[config.mk]
export PLATFORM = sky130hd
export DESIGN_NAME = usx_core
export DESIGN_NICKNAME = d
export VERILOG_FILES = /design/src/shared/usx_pkg.sv /design/src/hw/usx_core.sv /design/src/hw/usx_sync.sv /design/src/hw/usx_fifo.sv
export SDC_FILE = /design/constraint.sdc
export NUM_CORES = 1
export LEC_CHECK = 0
export BUFFER_PORTS_ARGS = -buffer_cell sky130_fd_sc_hd__buf_2
export CAP_MARGIN = 5
export CORE_MARGIN = 2
export CORE_UTILIZATION = 55
export DETAILED_ROUTE_END_ITERATION = 6
export PLACE_DENSITY = 0.72
export SETUP_SLACK_MARGIN = 0.4
export SYNTH_ARGS = -nofsm -noshare
export SYNTH_HDL_FRONTEND = slang
export SYNTH_SLANG_ARGS = --single-unit
[constraint.sdc]
create_clock -name clk -period 10.8 [get_ports clk]
set_input_delay 2.16 -clock clk [delete_from_list [all_inputs] [get_ports clk]]
set_output_delay 2.16 -clock clk [all_outputs]
set_load 0.05 [all_outputs]
[src/shared/usx_pkg.sv]
/*
  shared constants, state types and helper functions for the serial
  transmitter-receiver core. assumes every design file imports it whole.
*/
`default_nettype none

package usx_pkg;

  // ----------------------------------------
  // sizes
  // ----------------------------------------
  localparam int DATA_W = 8;
  localparam int FIFO_DEPTH = 32;
  localparam int PIN_SYNC_W = 6;

  // ----------------------------------------
  // mode byte fields
  // ----------------------------------------
  localparam int MODE_BAUD_LSB = 0;
  localparam int MODE_LEN_LSB = 2;
  localparam int MODE_PAR_EN = 4;
  localparam int MODE_PAR_EVEN = 5;
  localparam int MODE_STOP_LSB = 6;
  localparam int MODE_EXT_SYNC = 6;
  localparam int MODE_ONE_SYNC = 7;
  localparam logic [1:0] BAUD_SYNC = 2'h0;
  localparam logic [1:0] BAUD_X1 = 2'h1;
  localparam logic [1:0] BAUD_X16 = 2'h2;
  localparam logic [1:0] BAUD_X64 = 2'h3;
  localparam logic [7:0] MODE_RST = 8'h00;

  // ----------------------------------------
  // command byte fields
  // ----------------------------------------
  localparam int CMD_TX_GATE = 0;
  localparam int CMD_DTR = 1;
  localparam int CMD_RX_GATE = 2;
  localparam int CMD_BREAK = 3;
  localparam int CMD_ERR_CLR = 4;
  localparam int CMD_RTS = 5;
  localparam int CMD_SOFT_RST = 6;
  localparam int CMD_HUNT = 7;
  localparam logic [7:0] CMD_RST = 8'h00;
  // error clear and soft reset act once and are not kept
  localparam logic [7:0] CMD_KEEP_MASK = 8'haf;

  // ----------------------------------------
  // status byte fields
  // ----------------------------------------
  localparam int ST_TX_FREE = 0;
  localparam int ST_RX_AVAIL = 1;
  localparam int ST_TX_IDLE = 2;
  localparam int ST_PAR_ERR = 3;
  localparam int ST_OVERRUN = 4;
  localparam int ST_FRAME_ERR = 5;
  localparam int ST_SYNC = 6;
  localparam int ST_DSR = 7;
  localparam logic [7:0] STATUS_RST = 8'h00;

  // ----------------------------------------
  // states
  // ----------------------------------------
  typedef enum logic [2:0] {RX_IDLE, RX_START, RX_BITS, RX_STOP, RX_HUNT, RX_SYNC2} usx_rx_st_t;
  typedef enum logic [1:0] {TX_IDLE, TX_BITS, TX_STOP} usx_tx_st_t;

  // ----------------------------------------
  // helpers
  // ----------------------------------------
  function automatic logic [6:0] usx_factor(input logic [1:0] baud);
    case (baud)
      BAUD_X16: return 7'h10;
      BAUD_X64: return 7'h40;
      default: return 7'h01;
    endcase
  endfunction : usx_factor

  function automatic logic [3:0] usx_len(input logic [1:0] code);
    return 4'h5 + {2'h0, code};
  endfunction : usx_len

  function automatic logic [7:0] usx_mask(input logic [3:0] len);
    return 8'(8'hff >> (4'h8 - len));
  endfunction : usx_mask

  function automatic logic usx_parity(input logic [7:0] d, input logic even);
    return even ? ^d : ~^d;
  endfunction : usx_parity

  // low-justify the newest n bits of a right-shifting register
  function automatic logic [8:0] usx_just(input logic [8:0] v, input logic [3:0] n);
    return 9'(v >> (4'h9 - n));
  endfunction : usx_just

  function automatic logic [7:0] usx_stop_ticks(input logic [1:0] baud, input logic [1:0] code);
    logic [7:0] h;
    logic [6:0] f;
    h = (code == 2'h2) ? 8'h03 : ((code == 2'h3) ? 8'h04 : 8'h02);
    f = usx_factor(baud);
    if (f == 7'h01) begin
      return h >> 1;
    end
    return 8'({1'b0, f[6:1]} * h);
  endfunction : usx_stop_ticks

endpackage : usx_pkg

`default_nettype wire

[src/hw/usx_core.sv]
/*
  serial transmitter-receiver core: mode and command ports, status
  byte, async/sync receiver with a 32-word buffer, transmitter with
  one-word holding buffer, modem lines. assumes host strobes are
  one-cycle pulses on clk and serial pins are asynchronous.
*/
// What this block does
// - status byte copies the flag pins and the dsr level for polling; transmit free shows the buffer alone
// - a status bit follows its condition within 16 clock periods
// - flag pins update within 28 clock periods of their event
// - receive gate only masks the character-available pin; reception continues
// - error clear resets all error flags even with receive gate off
// - external sync option disables internal sync character detection
// - external sync flop follows input high, clears on status read after
// - transmit buffer free pin asserts within 8 periods of last bit centre
// - character available pin asserts within 24 periods of last bit centre
// - internal sync found asserts within 24 periods of receive clock rise
// - transmitter idle asserts within 20 periods of final data bit centre
// - transmit gate, dtr and rts follow a command within 8 periods
// - error clear command resets parity, overrun, framing at once; not kept
// - status read clears the sync found bit
// - hunt fills receiver with ones, searches sync, no parity, until found
`timescale 1ns/1ps
`default_nettype none

module usx_core import usx_pkg::*; (
  input wire logic clk,
  input wire logic rst,
  input wire logic host_mode_wr,
  input wire logic [7:0] host_mode,
  input wire logic host_cmd_wr,
  input wire logic [7:0] host_cmd,
  input wire logic host_data_wr,
  input wire logic [7:0] host_data,
  input wire logic host_data_rd,
  input wire logic host_status_rd,
  input wire logic [7:0] sync_char1,
  input wire logic [7:0] sync_char2,
  input wire logic tx_bit_clock,
  input wire logic rx_bit_clock,
  input wire logic rxd,
  input wire logic cts_n,
  input wire logic dsr_n,
  input wire logic sync_in,
  output logic [7:0] rd_data,
  output logic [7:0] status,
  output logic txd,
  output logic dtr_n,
  output logic rts_n,
  output logic tx_buffer_free,
  output logic rx_char_available,
  output logic tx_shifter_idle,
  output logic sync_found
);

  // ----------------------------------------
  // pin synchronisers
  // ----------------------------------------
  logic [PIN_SYNC_W-1:0] pin_lvl;
  logic [PIN_SYNC_W-1:0] pin_rise;
  logic [PIN_SYNC_W-1:0] pin_fall;

  usx_sync #(.W(PIN_SYNC_W)) u_sync (
    .clk(clk),
    .rst(rst),
    .pin({tx_bit_clock, rx_bit_clock, rxd, cts_n, dsr_n, sync_in}),
    .lvl(pin_lvl),
    .rise(pin_rise),
    .fall(pin_fall)
  );

  logic tx_tick;
  logic rx_tick;
  logic rxd_s;
  logic cts_s;
  logic dsr_s;
  logic sync_in_s;
  // transmit data moves on the falling edge, receive samples on the rising one
  assign tx_tick = pin_fall[5];
  assign rx_tick = pin_rise[4];
  assign rxd_s = pin_lvl[3];
  assign cts_s = ~pin_lvl[2];
  assign dsr_s = ~pin_lvl[1];
  assign sync_in_s = pin_lvl[0];

  // ----------------------------------------
  // mode and command
  // ----------------------------------------
  logic [7:0] mode_r;
  logic [7:0] cmd_r;
  logic mode_ok_r;
  logic soft_rst;
  logic clr;
  logic err_clr;

  assign soft_rst = host_cmd_wr & host_cmd[CMD_SOFT_RST];
  assign clr = rst | soft_rst;
  assign err_clr = host_cmd_wr & host_cmd[CMD_ERR_CLR];

  // receiver and transmitter stay idle until a mode byte arrives after any reset
  always_ff @(posedge clk) begin
    if (clr) begin
      mode_r <= MODE_RST;
      mode_ok_r <= 1'b0;
    end else if (host_mode_wr) begin
      mode_r <= host_mode;
      mode_ok_r <= 1'b1;
    end
  end

  always_ff @(posedge clk) begin
    if (clr) begin
      cmd_r <= CMD_RST;
    end else if (host_cmd_wr) begin
      cmd_r <= host_cmd & CMD_KEEP_MASK;
    end
  end

  logic sync_mode;
  logic ext_sync;
  logic par_en;
  logic par_even;
  logic [6:0] factor;
  logic [3:0] len;
  logic [3:0] nbits;
  logic [7:0] stop_ticks;
  logic hunt_go;

  assign sync_mode = mode_r[MODE_BAUD_LSB +: 2] == BAUD_SYNC;
  assign ext_sync = sync_mode & mode_r[MODE_EXT_SYNC];
  assign par_en = mode_r[MODE_PAR_EN];
  assign par_even = mode_r[MODE_PAR_EVEN];
  assign factor = usx_factor(mode_r[MODE_BAUD_LSB +: 2]);
  assign len = usx_len(mode_r[MODE_LEN_LSB +: 2]);
  assign nbits = len + {3'h0, par_en};
  assign stop_ticks = usx_stop_ticks(mode_r[MODE_BAUD_LSB +: 2], mode_r[MODE_STOP_LSB +: 2]);
  assign hunt_go = host_cmd_wr & host_cmd[CMD_HUNT] & sync_mode & mode_ok_r;

  // ----------------------------------------
  // receiver
  // ----------------------------------------
  usx_rx_st_t rx_st_r;
  logic [6:0] rx_cnt_r;
  logic [3:0] rx_bit_r;
  logic [8:0] rx_sh_r;
  logic [8:0] rx_sh_in;
  logic [8:0] rx_word;
  logic [8:0] rx_tail;
  logic [7:0] rx_data;
  logic rx_sample;
  logic rx_push;
  logic rx_pe_now;
  logic rx_fe_now;
  logic hit1;
  logic hit2;
  logic int_hit;

  assign rx_sh_in = {rxd_s, rx_sh_r[8:1]};
  assign rx_sample = rx_tick & (rx_cnt_r == 7'h00);
  assign rx_word = usx_just((rx_st_r == RX_STOP) ? rx_sh_r : rx_sh_in, nbits);
  assign rx_data = rx_word[7:0] & usx_mask(len);
  assign rx_pe_now = par_en & (rx_word[len] != usx_parity(rx_data, par_even));
  assign rx_fe_now = (rx_st_r == RX_STOP) & ~rxd_s;
  assign rx_tail = usx_just(rx_sh_in, len);
  assign hit1 = rx_tail[7:0] == (sync_char1 & usx_mask(len));
  assign hit2 = rx_tail[7:0] == (sync_char2 & usx_mask(len));
  // characters are assembled and stored whatever the receive gate says
  assign rx_push = rx_sample & ((rx_st_r == RX_STOP) |
    (rx_st_r == RX_BITS & sync_mode & rx_bit_r == nbits - 4'h1));
  // only the internal detector when the external option is off
  assign int_hit = rx_tick & ~ext_sync & ((rx_st_r == RX_HUNT & mode_r[MODE_ONE_SYNC] & hit1) |
    (rx_st_r == RX_SYNC2 & rx_bit_r == len - 4'h1 & hit2));

  always_ff @(posedge clk) begin
    if (clr || !mode_ok_r) begin
      rx_st_r <= RX_IDLE;
      rx_cnt_r <= 7'h00;
      rx_bit_r <= 4'h0;
      rx_sh_r <= 9'h1ff;
    end else if (hunt_go) begin
      rx_st_r <= RX_HUNT;
      rx_sh_r <= 9'h1ff;
      rx_bit_r <= 4'h0;
      rx_cnt_r <= 7'h00;
    end else begin
      unique case (rx_st_r)
        RX_IDLE: begin
          rx_bit_r <= 4'h0;
          if (sync_mode) begin
            rx_st_r <= RX_HUNT;
            rx_sh_r <= 9'h1ff;
          end else if (rx_tick && !rxd_s) begin
            // 1x has no half-bit wait: the detecting edge is the centre
            rx_st_r <= (factor == 7'h01) ? RX_BITS : RX_START;
            rx_cnt_r <= (factor == 7'h01) ? factor - 7'h01 : {1'b0, factor[6:1]} - 7'h01;
          end
        end
        RX_START: begin
          if (rx_tick && rx_cnt_r != 7'h00) begin
            rx_cnt_r <= rx_cnt_r - 7'h01;
          end else if (rx_tick) begin
            rx_st_r <= rxd_s ? RX_IDLE : RX_BITS;
            rx_cnt_r <= factor - 7'h01;
          end
        end
        RX_HUNT: begin
          // no parity check while searching
          if (rx_tick) begin
            rx_sh_r <= rx_sh_in;
            rx_bit_r <= 4'h0;
            if (ext_sync && sync_in_s) begin
              rx_st_r <= RX_BITS;
            end else if (!ext_sync && hit1) begin
              rx_st_r <= mode_r[MODE_ONE_SYNC] ? RX_BITS : RX_SYNC2;
            end
          end
        end
        RX_SYNC2: begin
          if (rx_tick) begin
            rx_sh_r <= rx_sh_in;
            rx_bit_r <= rx_bit_r + 4'h1;
            if (rx_bit_r == len - 4'h1) begin
              rx_bit_r <= 4'h0;
              rx_st_r <= hit2 ? RX_BITS : RX_HUNT;
            end
          end
        end
        RX_BITS: begin
          if (rx_sample) begin
            rx_sh_r <= rx_sh_in;
            rx_cnt_r <= factor - 7'h01;
            rx_bit_r <= rx_bit_r + 4'h1;
            if (rx_bit_r == nbits - 4'h1) begin
              rx_bit_r <= 4'h0;
              rx_st_r <= sync_mode ? RX_BITS : RX_STOP;
            end
          end else if (rx_tick) begin
            rx_cnt_r <= rx_cnt_r - 7'h01;
          end
        end
        RX_STOP: begin
          if (rx_tick && rx_cnt_r != 7'h00) begin
            rx_cnt_r <= rx_cnt_r - 7'h01;
          end else if (rx_tick) begin
            rx_st_r <= RX_IDLE;
          end
        end
        default: begin
          rx_st_r <= RX_IDLE;
        end
      endcase
    end
  end

  // ----------------------------------------
  // receive buffer
  // ----------------------------------------
  logic fifo_in_ready;
  logic fifo_valid;
  logic fifo_pop;
  logic [7:0] fifo_dout;

  assign fifo_pop = host_data_rd & fifo_valid;

  // a full buffer refuses the new character, which becomes an overrun
  usx_fifo #(.W(DATA_W), .DEPTH(FIFO_DEPTH)) u_fifo (
    .clk(clk),
    .rst(clr),
    .in_valid(rx_push),
    .in_ready(fifo_in_ready),
    .in_data(rx_data),
    .out_valid(fifo_valid),
    .out_ready(fifo_pop),
    .out_data(fifo_dout)
  );

  always_ff @(posedge clk) begin
    if (clr) begin
      rd_data <= 8'h00;
    end else if (fifo_pop) begin
      rd_data <= fifo_dout;
    end
  end

  // ----------------------------------------
  // error and sync flags
  // ----------------------------------------
  logic pe_r;
  logic oe_r;
  logic fe_r;

  // a new error in the clearing cycle survives the clear
  always_ff @(posedge clk) begin
    if (clr) begin
      pe_r <= 1'b0;
      oe_r <= 1'b0;
      fe_r <= 1'b0;
    end else begin
      pe_r <= (pe_r & ~err_clr) | (rx_push & rx_pe_now);
      oe_r <= (oe_r & ~err_clr) | (rx_push & ~fifo_in_ready);
      fe_r <= (fe_r & ~err_clr) | (rx_push & rx_fe_now);
    end
  end

  always_ff @(posedge clk) begin
    if (clr) begin
      sync_found <= 1'b0;
    end else if (ext_sync) begin
      sync_found <= sync_in_s | (sync_found & ~host_status_rd);
    end else begin
      sync_found <= int_hit | (sync_found & ~host_status_rd);
    end
  end

  // ----------------------------------------
  // transmitter
  // ----------------------------------------
  usx_tx_st_t tx_st_r;
  logic [7:0] tx_buf_r;
  logic tx_full_r;
  logic tx_fill_r;
  logic txd_r;
  logic [8:0] tx_sh_r;
  logic [3:0] tx_nb_r;
  logic [7:0] tx_cnt_r;
  logic [7:0] tx_d;
  logic [8:0] tx_body;
  logic [9:0] tx_frame;
  logic tx_have;
  logic tx_fill_ok;
  logic tx_end;
  logic tx_go;

  // a written character still goes out after the gate is dropped
  assign tx_have = tx_full_r & cts_s;
  assign tx_fill_ok = sync_mode & cmd_r[CMD_TX_GATE] & cts_s;
  assign tx_d = (tx_full_r ? tx_buf_r : sync_char1) & usx_mask(len);
  assign tx_body = {1'b0, tx_d} | ((par_en & usx_parity(tx_d, par_even)) ? 9'(9'h001 << len) : 9'h000);
  assign tx_frame = sync_mode ? {1'b0, tx_body} : {tx_body, 1'b0};
  assign tx_end = tx_tick & (tx_cnt_r == 8'h00) &
    ((tx_st_r == TX_BITS & tx_nb_r == 4'h0 & sync_mode) | tx_st_r == TX_STOP);
  assign tx_go = mode_ok_r & ((tx_tick & tx_st_r == TX_IDLE) | tx_end) & (tx_have | tx_fill_ok);

  always_ff @(posedge clk) begin
    if (clr || !mode_ok_r) begin
      tx_st_r <= TX_IDLE;
      txd_r <= 1'b1;
      tx_sh_r <= 9'h000;
      tx_nb_r <= 4'h0;
      tx_cnt_r <= 8'h00;
      tx_fill_r <= 1'b0;
    end else if (tx_go) begin
      tx_st_r <= TX_BITS;
      txd_r <= tx_frame[0];
      tx_sh_r <= tx_frame[9:1];
      tx_nb_r <= nbits - {3'h0, sync_mode};
      tx_cnt_r <= {1'b0, factor} - 8'h01;
      tx_fill_r <= ~tx_have;
    end else if (tx_end) begin
      tx_st_r <= TX_IDLE;
      txd_r <= 1'b1;
      tx_fill_r <= 1'b0;
    end else if (tx_tick) begin
      unique case (tx_st_r)
        TX_IDLE: begin
          txd_r <= 1'b1;
        end
        TX_BITS: begin
          if (tx_cnt_r != 8'h00) begin
            tx_cnt_r <= tx_cnt_r - 8'h01;
          end else if (tx_nb_r != 4'h0) begin
            txd_r <= tx_sh_r[0];
            tx_sh_r <= {1'b0, tx_sh_r[8:1]};
            tx_nb_r <= tx_nb_r - 4'h1;
            tx_cnt_r <= {1'b0, factor} - 8'h01;
          end else begin
            tx_st_r <= TX_STOP;
            txd_r <= 1'b1;
            tx_cnt_r <= stop_ticks - 8'h01;
          end
        end
        TX_STOP: begin
          tx_cnt_r <= tx_cnt_r - 8'h01;
        end
        default: begin
          tx_st_r <= TX_IDLE;
        end
      endcase
    end
  end

  // a write in the loading cycle is a fresh character and keeps the buffer full
  always_ff @(posedge clk) begin
    if (clr) begin
      tx_full_r <= 1'b0;
      tx_buf_r <= 8'h00;
    end else if (host_data_wr) begin
      tx_full_r <= 1'b1;
      tx_buf_r <= host_data;
    end else if (tx_go && tx_have) begin
      tx_full_r <= 1'b0;
    end
  end

  // ----------------------------------------
  // pins and status
  // ----------------------------------------
  // stop bits count as empty shifter so the flag is not a whole bit late
  always_ff @(posedge clk) begin
    if (clr) begin
      txd <= 1'b1;
      dtr_n <= 1'b1;
      rts_n <= 1'b1;
      tx_buffer_free <= 1'b0;
      rx_char_available <= 1'b0;
      tx_shifter_idle <= 1'b1;
    end else begin
      txd <= cmd_r[CMD_BREAK] ? 1'b0 : txd_r;
      dtr_n <= ~cmd_r[CMD_DTR];
      rts_n <= ~cmd_r[CMD_RTS];
      tx_buffer_free <= ~tx_full_r & cts_s & cmd_r[CMD_TX_GATE];
      rx_char_available <= fifo_valid & ~fifo_pop & cmd_r[CMD_RX_GATE];
      tx_shifter_idle <= tx_st_r != TX_BITS | tx_fill_r;
    end
  end

  // frozen while being read so the host sees one coherent byte
  always_ff @(posedge clk) begin
    if (clr) begin
      status <= STATUS_RST;
    end else if (!host_status_rd) begin
      status[ST_TX_FREE] <= ~tx_full_r;
      status[ST_RX_AVAIL] <= rx_char_available;
      status[ST_TX_IDLE] <= tx_shifter_idle;
      status[ST_PAR_ERR] <= pe_r;
      status[ST_OVERRUN] <= oe_r;
      status[ST_FRAME_ERR] <= fe_r;
      status[ST_SYNC] <= sync_found;
      status[ST_DSR] <= dsr_s;
    end
  end

endmodule : usx_core

`default_nettype wire

[src/hw/usx_sync.sv]
/*
  two-flop synchroniser for a group of pin inputs, plus a third stage
  for edge finding. assumes inputs are asynchronous to clk.
*/
`timescale 1ns/1ps
`default_nettype none

module usx_sync import usx_pkg::*; #(
  parameter int W = PIN_SYNC_W
) (
  input wire logic clk,
  input wire logic rst,
  input wire logic [W-1:0] pin,
  output logic [W-1:0] lvl,
  output logic [W-1:0] rise,
  output logic [W-1:0] fall
);

  logic [W-1:0] meta_r;
  logic [W-1:0] lvl_r;
  logic [W-1:0] prev_r;

  // ----------------------------------------
  // stages; meta_r feeds lvl_r only
  // ----------------------------------------
  always_ff @(posedge clk) begin
    if (rst) begin
      meta_r <= '0;
      lvl_r <= '0;
      prev_r <= '0;
    end else begin
      meta_r <= pin;
      lvl_r <= meta_r;
      prev_r <= lvl_r;
    end
  end

  assign lvl = lvl_r;
  assign rise = lvl_r & ~prev_r;
  assign fall = ~lvl_r & prev_r;

endmodule : usx_sync

`default_nettype wire

[src/hw/usx_fifo.sv]
/*
  synchronous fifo with valid/ready on both sides. assumes one clock;
  out_data is valid whenever out_valid is high.
*/
`timescale 1ns/1ps
`default_nettype none

module usx_fifo import usx_pkg::*; #(
  parameter int W = DATA_W,
  parameter int DEPTH = FIFO_DEPTH
) (
  input wire logic clk,
  input wire logic rst,
  input wire logic in_valid,
  output logic in_ready,
  input wire logic [W-1:0] in_data,
  output logic out_valid,
  input wire logic out_ready,
  output logic [W-1:0] out_data
);

  localparam int AW = $clog2(DEPTH);

  logic [W-1:0] mem [DEPTH];
  logic [AW:0] wr_r;
  logic [AW:0] rd_r;
  logic push;
  logic pop;

  // ----------------------------------------
  // pointers carry one wrap bit for honest full/empty
  // ----------------------------------------
  assign in_ready = (wr_r - rd_r) != (AW+1)'(DEPTH);
  assign out_valid = wr_r != rd_r;
  assign push = in_valid & in_ready;
  assign pop = out_ready & out_valid;
  assign out_data = mem[rd_r[AW-1:0]];

  always_ff @(posedge clk) begin
    if (push) begin
      mem[wr_r[AW-1:0]] <= in_data;
    end
  end

  always_ff @(posedge clk) begin
    if (rst) begin
      wr_r <= '0;
      rd_r <= '0;
    end else begin
      wr_r <= wr_r + (AW+1)'(push);
      rd_r <= rd_r + (AW+1)'(pop);
    end
  end

endmodule : usx_fifo

`default_nettype wire

==> flow_metrics.py, run 1 <==
metrics = {
    "sta": {
        "min_period_ns": 5.257,
        "setup_viol_count_final": 0,
        "hold_viol_final": 0,
        "min_period_over_period_pct": 48.67,
        "skew_ns": 0.02358,
        "max_freq_ghz": 0.1902,
        "worst_pin_slew_ns": 1.231,
        "tns_ns": 0,
        "slew_violations": 0,
        "rsz0062_at_grt": "false",
        "relSlewSlack_pct": 17.39,
        "timing.hold.ws_ns": 0.3875,
    },
    "grt": {
        "use_met3_pct": 4.061,
        "antenna_found_initial": 0,
        "grt.overflow.total": 0,
        "top_usage_layer": "met2",
        "grt_pass1_wl_mm": 66.74,
        "grt_max_degree": 60,
        "track_usage_pct": 26.07,
        "grt_pass1_vias": 11440,
        "use_met1_pct": 38.50,
        "use_met2_pct": 40.14,
    },
    "synthesis": {
        "yosysUniqueCellTypes": 86,
        "syn-num-nets": 1528,
        "synth_edf_count": 256,
        "netlist_area_um2": 17720,
        "synthArstFlopShare_pct": 0,
        "syn_inst": 1445,
        "synth_ff_type": "edfxtp_1",
        "synth_seq_cells": 379,
        "synth.avg_cell_area_um2": 12.26,
        "ys_seq_area_share_pct": 57.28,
        "yosys_warnings": 0,
    },
    "critical_path": {
        "crit_slowest_cell": "fa_1",
        "start_kind": "register",
        "timing.critical_path.buf_inv": 2,
        "crit_path_max_fanout": 16,
        "path_class": "register to register",
        "cpPeakStageDelay_ns": 0.93,
        "required_ns": 10.95,
        "crit_path_start": "mode_r[2]",
        "path_cells": "inv_1 > ha_1 > fa_1 > inv_1 > ha_1 > nand2b_1 > xnor2_1 > and3_1 > o211ai_1 > o21ai_0 > and4b_1 > nand4_1 > nor2_1",
        "crit_arrival_ns": 5.41,
        "critPathTopFamily": "simple AND/OR/NAND/NOR gates",
        "cp-end-kind": "register",
        "rr_startpoint": "mode_r[2]",
    },
    "power": {
        "p_seq_share_pct": 51.5,
        "power_density_nw_per_um2": 158.7,
        "switchingPower_uw": 733.4,
        "irDropWorstVdd_mv": 0.09512,
        "combPwrFrac_pct": 8.0,
        "clkPwrFrac_pct": 40.5,
        "leakagePower_nw": 6.704,
        "p_sw_share_pct": 23.59,
        "p_int_mw": 2.375,
    },
    "final_layout": {
        "synthToLayoutAreaGrowth_pct": 10.56,
        "layout-drive-gt1-share_pct": 15.29,
        "diodes": 0,
        "fill_cells": 2417,
        "fin_nets": 1576,
    },
    "outcome": {
        "status": "complete, but fails checks",
        "violations": "design-rule violations",
    },
    "clocking": {
        "clkLatencyLatePin_ns": 0.54,
        "clk_pin_slew_ns": 0.06,
        "post_cts_buffers": 0,
        "cts_tree": "built",
        "ctsHtreeMaxLevel": 2,
        "cts-resized-gates": 0,
        "clk_path_buf_depth": 3,
        "clkSinkCount": 379,
        "root_buffer": "clkbuf_16",
        "numCtsBuffers": 39,
        "hold_buffers": 0,
    },
    "floorplan": {
        "core_um2": 31640,
        "die_h_um": 183.5,
        "io_pins": 76,
        "floorplan.initialDensity_pct": 56.01,
        "dieArea_um2": 33670,
        "rows": 65,
        "die_x_um": 183.5,
    },
    "flow_run": {
        "maxCapViolCount": 0,
    },
    "route": {
        "vias_per_cell": 6.385,
        "post_drt_wl_per_cell_um": 22.84,
        "antenna_left": 0,
        "num_vias": 12300,
        "drt_first_iter_violations": 1511,
        "firstDrtPassIters": 7,
        "drc": 22,
        "wirelength_mm": 44.00,
    },
    "placement": {
        "routabilityCongestion": 0.9074,
        "hpwl_mm": 29.47,
        "portBuffers": 75,
    },
    "hold_path": {
        "hp-start": "cmd_r[1]",
        "hold_path.class": "register to register",
    },
}
-- final timing paths --
check	slack (ns)	cells past startpoint	end
min reg2reg	0.39	1	dtr_n
min	0.39	1	dtr_n
max	5.54	13	u_fifo.mem[19][0]
max reg2reg	5.54	13	u_fifo.mem[19][0]
-- layout by cell type (no fill, tap or decap), types with 10 or more instances in the layout --
master,Yosys,final
a21oi_1,69,69
a221oi_1,27,27
a22oi_1,13,12
a31oi_1,14,14
buf_2,11,75
buf_4,0,15
clkbuf_1,57,10
clkbuf_16,0,39
dfxtp_1,123,121
edfxtp_1,256,256
ha_1,29,29
inv_1,31,31
mux2i_1,92,92
mux4_2,48,48
nand2_1,74,74
nand2b_1,17,17
nand3_1,38,38
nor2_1,164,164
nor2b_1,29,29
nor3_1,38,37
o21ai_0,58,58
or3_1,13,13
xnor2_1,26,26
xor2_1,22,22
-- state kept, by name (all words and copies together) (netlist names), 8 cells and up --
register    flops
mode_r          8
rd_data         8
rx_sh_r         9
status          8
tx_buf_r        8
tx_cnt_r        8
tx_sh_r         9
u_fifo.mem    256
-- kinds of logic (layout without fill, tap and decap cells) --
kind of cell	count (synthesis)	in the layout	synth area share, %
muxes	149	149	11.97
DFF	379	379	57.28
adders and majority gates	30	30	2.161
xor gates and xnor gates	53	53	2.944
AOI/OAI and AO/OA	279	279	10.90
buffers and inverters	116	195	2.676
and+or+nand+nor	439	439	12.07
-- power groups by stage --
stage               logic, mW  registers, mW  clock network (mW)
floorplan               0.159           1.63                   0
global placement        0.243           1.63                   0
detailed placement      0.248           1.63                   0
CTS                     0.249           1.60                1.27
global route            0.267           1.60                1.33
finish                  0.248           1.60                1.26
-- routing by layer --
layer / vias up / share of wire (%)
li1: 5575 / -
met1: 6075 / 44
met2: 578 / 46
met3: 70 / 7.8
met4: 0 / 2.5
met5: - / 0
-- synthesized netlist by cell type, drive strengths merged (4+ instances only) --
cell type	number	area share [%]
dfxtp	123	14
o21ai	62	1.8
mux2i	92	5.2
nand2b	17	0.60
nor4	9	0.35
mux2	8	0.53
a21oi	70	2.0
nor2b	29	1.0
o22ai	6	0.21
o21a	8	0.34
a32oi	8	0.40
a2111oi	10	0.75
and2	9	0.32
nor2	164	3.5
clkbuf	59	1.3
a22oi	13	0.55
nand2	74	1.6
xnor2	28	1.5
nor3b	4	0.17
buf	24	0.71
nor3	39	1.1
a211oi	10	0.45
inv	33	0.70
or3	13	0.46
mux4	49	6.2
a211o	4	0.20
xor2	22	1.1
ha	29	2.0
o221a	4	0.25
and3	9	0.32
nand3	38	1.1
a31oi	14	0.49
edfxtp	256	43
o211ai	7	0.30
o21bai	4	0.17
a21o	5	0.21
a221oi	27	1.3
nand4	7	0.25
nand3b	7	0.30
-- metrics by stage --
| step | utilization (%) | cells | setup slack (ns) | instance area (um2) | power (mW) |
|---|---|---|---|---|---|
| after floorplan | - | 1445 | 4.809 | 17720 | 1.791 |
| after global placement | 58.15 | 1854 | 5.820 | 18400 | 1.876 |
| after detailed placement | 58.15 | 1854 | 5.712 | 18400 | 1.881 |
| after CTS | 61.93 | 1926 | 5.709 | 19590 | 3.124 |
| after global routing | 61.93 | 1926 | 5.368 | 19590 | 3.200 |
| final | 61.93 | 1926 | 5.543 | 19590 | 3.109 |
-- worst reg2reg max path, stage by stage, from the launching register on --
cell and delay (ns):
dfxtp_1 0.33, inv_1 0.10, ha_1 0.23, fa_1 0.93
inv_1 0.36, ha_1 0.36, nand2b_1 0.11, xnor2_1 0.13
and3_1 0.18, o211ai_1 0.10, o21ai_0 0.17, and4b_1 0.38
nand4_1 0.68, nor2_1 0.83
-- layout make-up --
class	instances	area [um2]	area share [%]
Multi-Input combinational cell	950	7126	36.37
Sequential cell	379	10150	51.83
Inverter	33	123.9	0.6323
Timing Repair Buffer	90	488.0	2.491
Clock buffer	49	1013	5.173
Tap cell	402	503.0	2.567
Clock inverter	23	182.7	0.9324
Note: power is estimated with default switching activity, not from simulation.
==> run 2, diff against run 1 <==
PLACE_DENSITY = 0.75   (was 0.72)
clock period = 4.32 ns   (was 10.8 ns; I/O delays follow)
==> flow_metrics.py, run 2 (synthesis gave the netlist of run 1 again) <==
metrics = {
    "floorplan": {
        "die_h_um": 183.5,
        "core_um2": 31640,
        "io_pins": 76,
        "floorplan.initialDensity_pct": 56.01,
        "rows": 65,
        "die_x_um": 183.5,
        "dieArea_um2": 33670,
    },
    "grt": {
        "grt.overflow.total": 0,
        "grt_pass1_vias": 11700,
        "track_usage_pct": 26.53,
        "grt_max_degree": 52,
        "antenna_found_initial": 1,
        "grt_pass1_wl_mm": 68.47,
    },
    "final_layout": {
        "final_cell_mix": "256 x edfxtp_1, 141 x nor2_1, 119 x dfxtp_1",
        "fin_nets": 1606,
        "layout-drive-gt1-share_pct": 18.97,
        "regArea_um2": 10160,
        "multi_input_area_um2": 7377,
        "synthToLayoutAreaGrowth_pct": 13.15,
        "fill_cells": 2342,
        "finalNonFillerCells": 1952,
        "largest_register_ffs": 256,
        "layout_commonest_cell": "edfxtp_1",
        "diodes": 0,
        "fin_area_um2": 20050,
    },
    "critical_path": {
        "crit_path_max_fanout": 8,
        "start_kind": "register",
        "path_cells": "inv_4 > ha_4 > fa_2 > inv_4 > ha_4 > nand2b_1 > xnor2_1 > and3_1 > o211ai_1 > o21ai_0 > and4b_1 > nand2_1 > or3_4 > nor2_4",
        "cp-end-kind": "register",
        "path_class": "register to register",
        "crit_arrival_ns": 3.94,
        "timing.critical_path.buf_inv": 2,
        "required_ns": 4.52,
        "critPathTopFamily": "simple AND/OR/NAND/NOR gates",
        "crit_slowest_cell": "or3_4",
        "cpPeakStageDelay_ns": 0.52,
    },
    "power": {
        "leakagePower_nw": 6.895,
        "irDropWorstVdd_mv": 0.2357,
        "power_density_nw_per_um2": 388.1,
    },
    "route": {
        "wirelength_mm": 44.61,
        "drc": 0,
        "antenna_left": 0,
        "post_drt_wl_per_cell_um": 22.85,
        "firstDrtPassIters": 5,
        "vias_per_cell": 6.405,
        "num_vias": 12500,
        "drt_first_iter_violations": 1411,
    },
    "clocking": {
        "clkLatencyLatePin_ns": 0.53,
        "numCtsBuffers": 39,
        "clk_pin_slew_ns": 0.06,
        "ctsHtreeMaxLevel": 2,
        "clkSinkCount": 379,
        "cts_tree": "built",
        "clk_path_buf_depth": 3,
        "root_buffer": "clkbuf_16",
    },
    "sta": {
        "hold_viol_final": 0,
        "relSlewSlack_pct": 27.35,
        "min_period_ns": 3.739,
        "layout_setup_ws_ns": 0.5807,
        "min_period_over_period_pct": 86.56,
        "max_freq_ghz": 0.2674,
        "rsz0062_at_grt": "false",
        "tns_ns": 0,
        "worst_pin_slew_ns": 1.090,
        "setup_viol_count_final": 0,
        "timing.hold.ws_ns": 0.3781,
        "skew_ns": 0.01066,
        "slew_violations": 0,
    },
    "flow_run": {
        "maxCapViolCount": 0,
    },
    "outcome": {
        "status": "finished clean",
    },
    "placement": {
        "place_inst": 1881,
        "placed_area_um2": 18750,
        "hpwl_mm": 29.82,
        "post-place-ws_ns": 0.2206,
        "routabilityCongestion": 0.8985,
        "portBuffers": 75,
    },
    "hold_path": {
        "hold_path.class": "register to register",
    },
}
run 2: through the flow:
step	power, mW	util, %
after global routing	8.013	63.38
final	7.781	63.38
after CTS	7.812	63.23
after floorplan	4.502	-
after detailed placement	4.730	59.28
after global placement	4.717	59.28
run 2: repair_timing:
item,4_1_cts,5_1_grt
hold buffers,0,0
buffers inserted,0,3
endpoints found under the setup margin,128,220
resized for setup,20,10
pin swaps,0,4
run 2: worst reg2reg max path: stages, from the launching register on:
cell and delay (ns):
dfxtp_4 0.37, inv_4 0.06, ha_4 0.16, fa_2 0.49
inv_4 0.14, ha_4 0.22, nand2b_1 0.08, xnor2_1 0.18
and3_1 0.18, o211ai_1 0.10, o21ai_0 0.14, and4b_1 0.34
nand2_1 0.14, or3_4 0.52, nor2_4 0.30
run 2: layout make-up:
class,instances,share of cell area [%]
inverters,33,0.6802
well taps,402,2.509
clock inverters,13,0.6240
repair buffers,120,3.557
clock buffers,55,5.167
flip-flops and latches,379,50.67
multi-input cells,950,36.79
run 2: power by group:
group          total [mW]  internal (mW)  switching [mW]
Sequential           4.00           3.98          0.0225
Combinational       0.661          0.223           0.439
Clock                3.12           1.80            1.32
Total                7.78           6.00            1.79
run 2: routing by layer:
metal | part of all wire, % | track usage (%) | wire length, um
met1 | 43 | 39.45 | 19190
met4 | 2.9 | 8.192 | 1283
met2 | 45 | 39.47 | 19920
met5 | 0 | 0 | 0
met3 | 9.4 | 5.309 | 4208
run 2: final timing paths:
check                                from  slack, ns  cells after the start                to
worst max register to register  mode_r[2]       0.58                     14  u_fifo.mem[1][2]
worst max-delay path            mode_r[2]       0.58                     14  u_fifo.mem[1][2]
worst min register to register   cmd_r[1]       0.38                      1             dtr_n
worst min-delay path             cmd_r[1]       0.38                      1             dtr_n
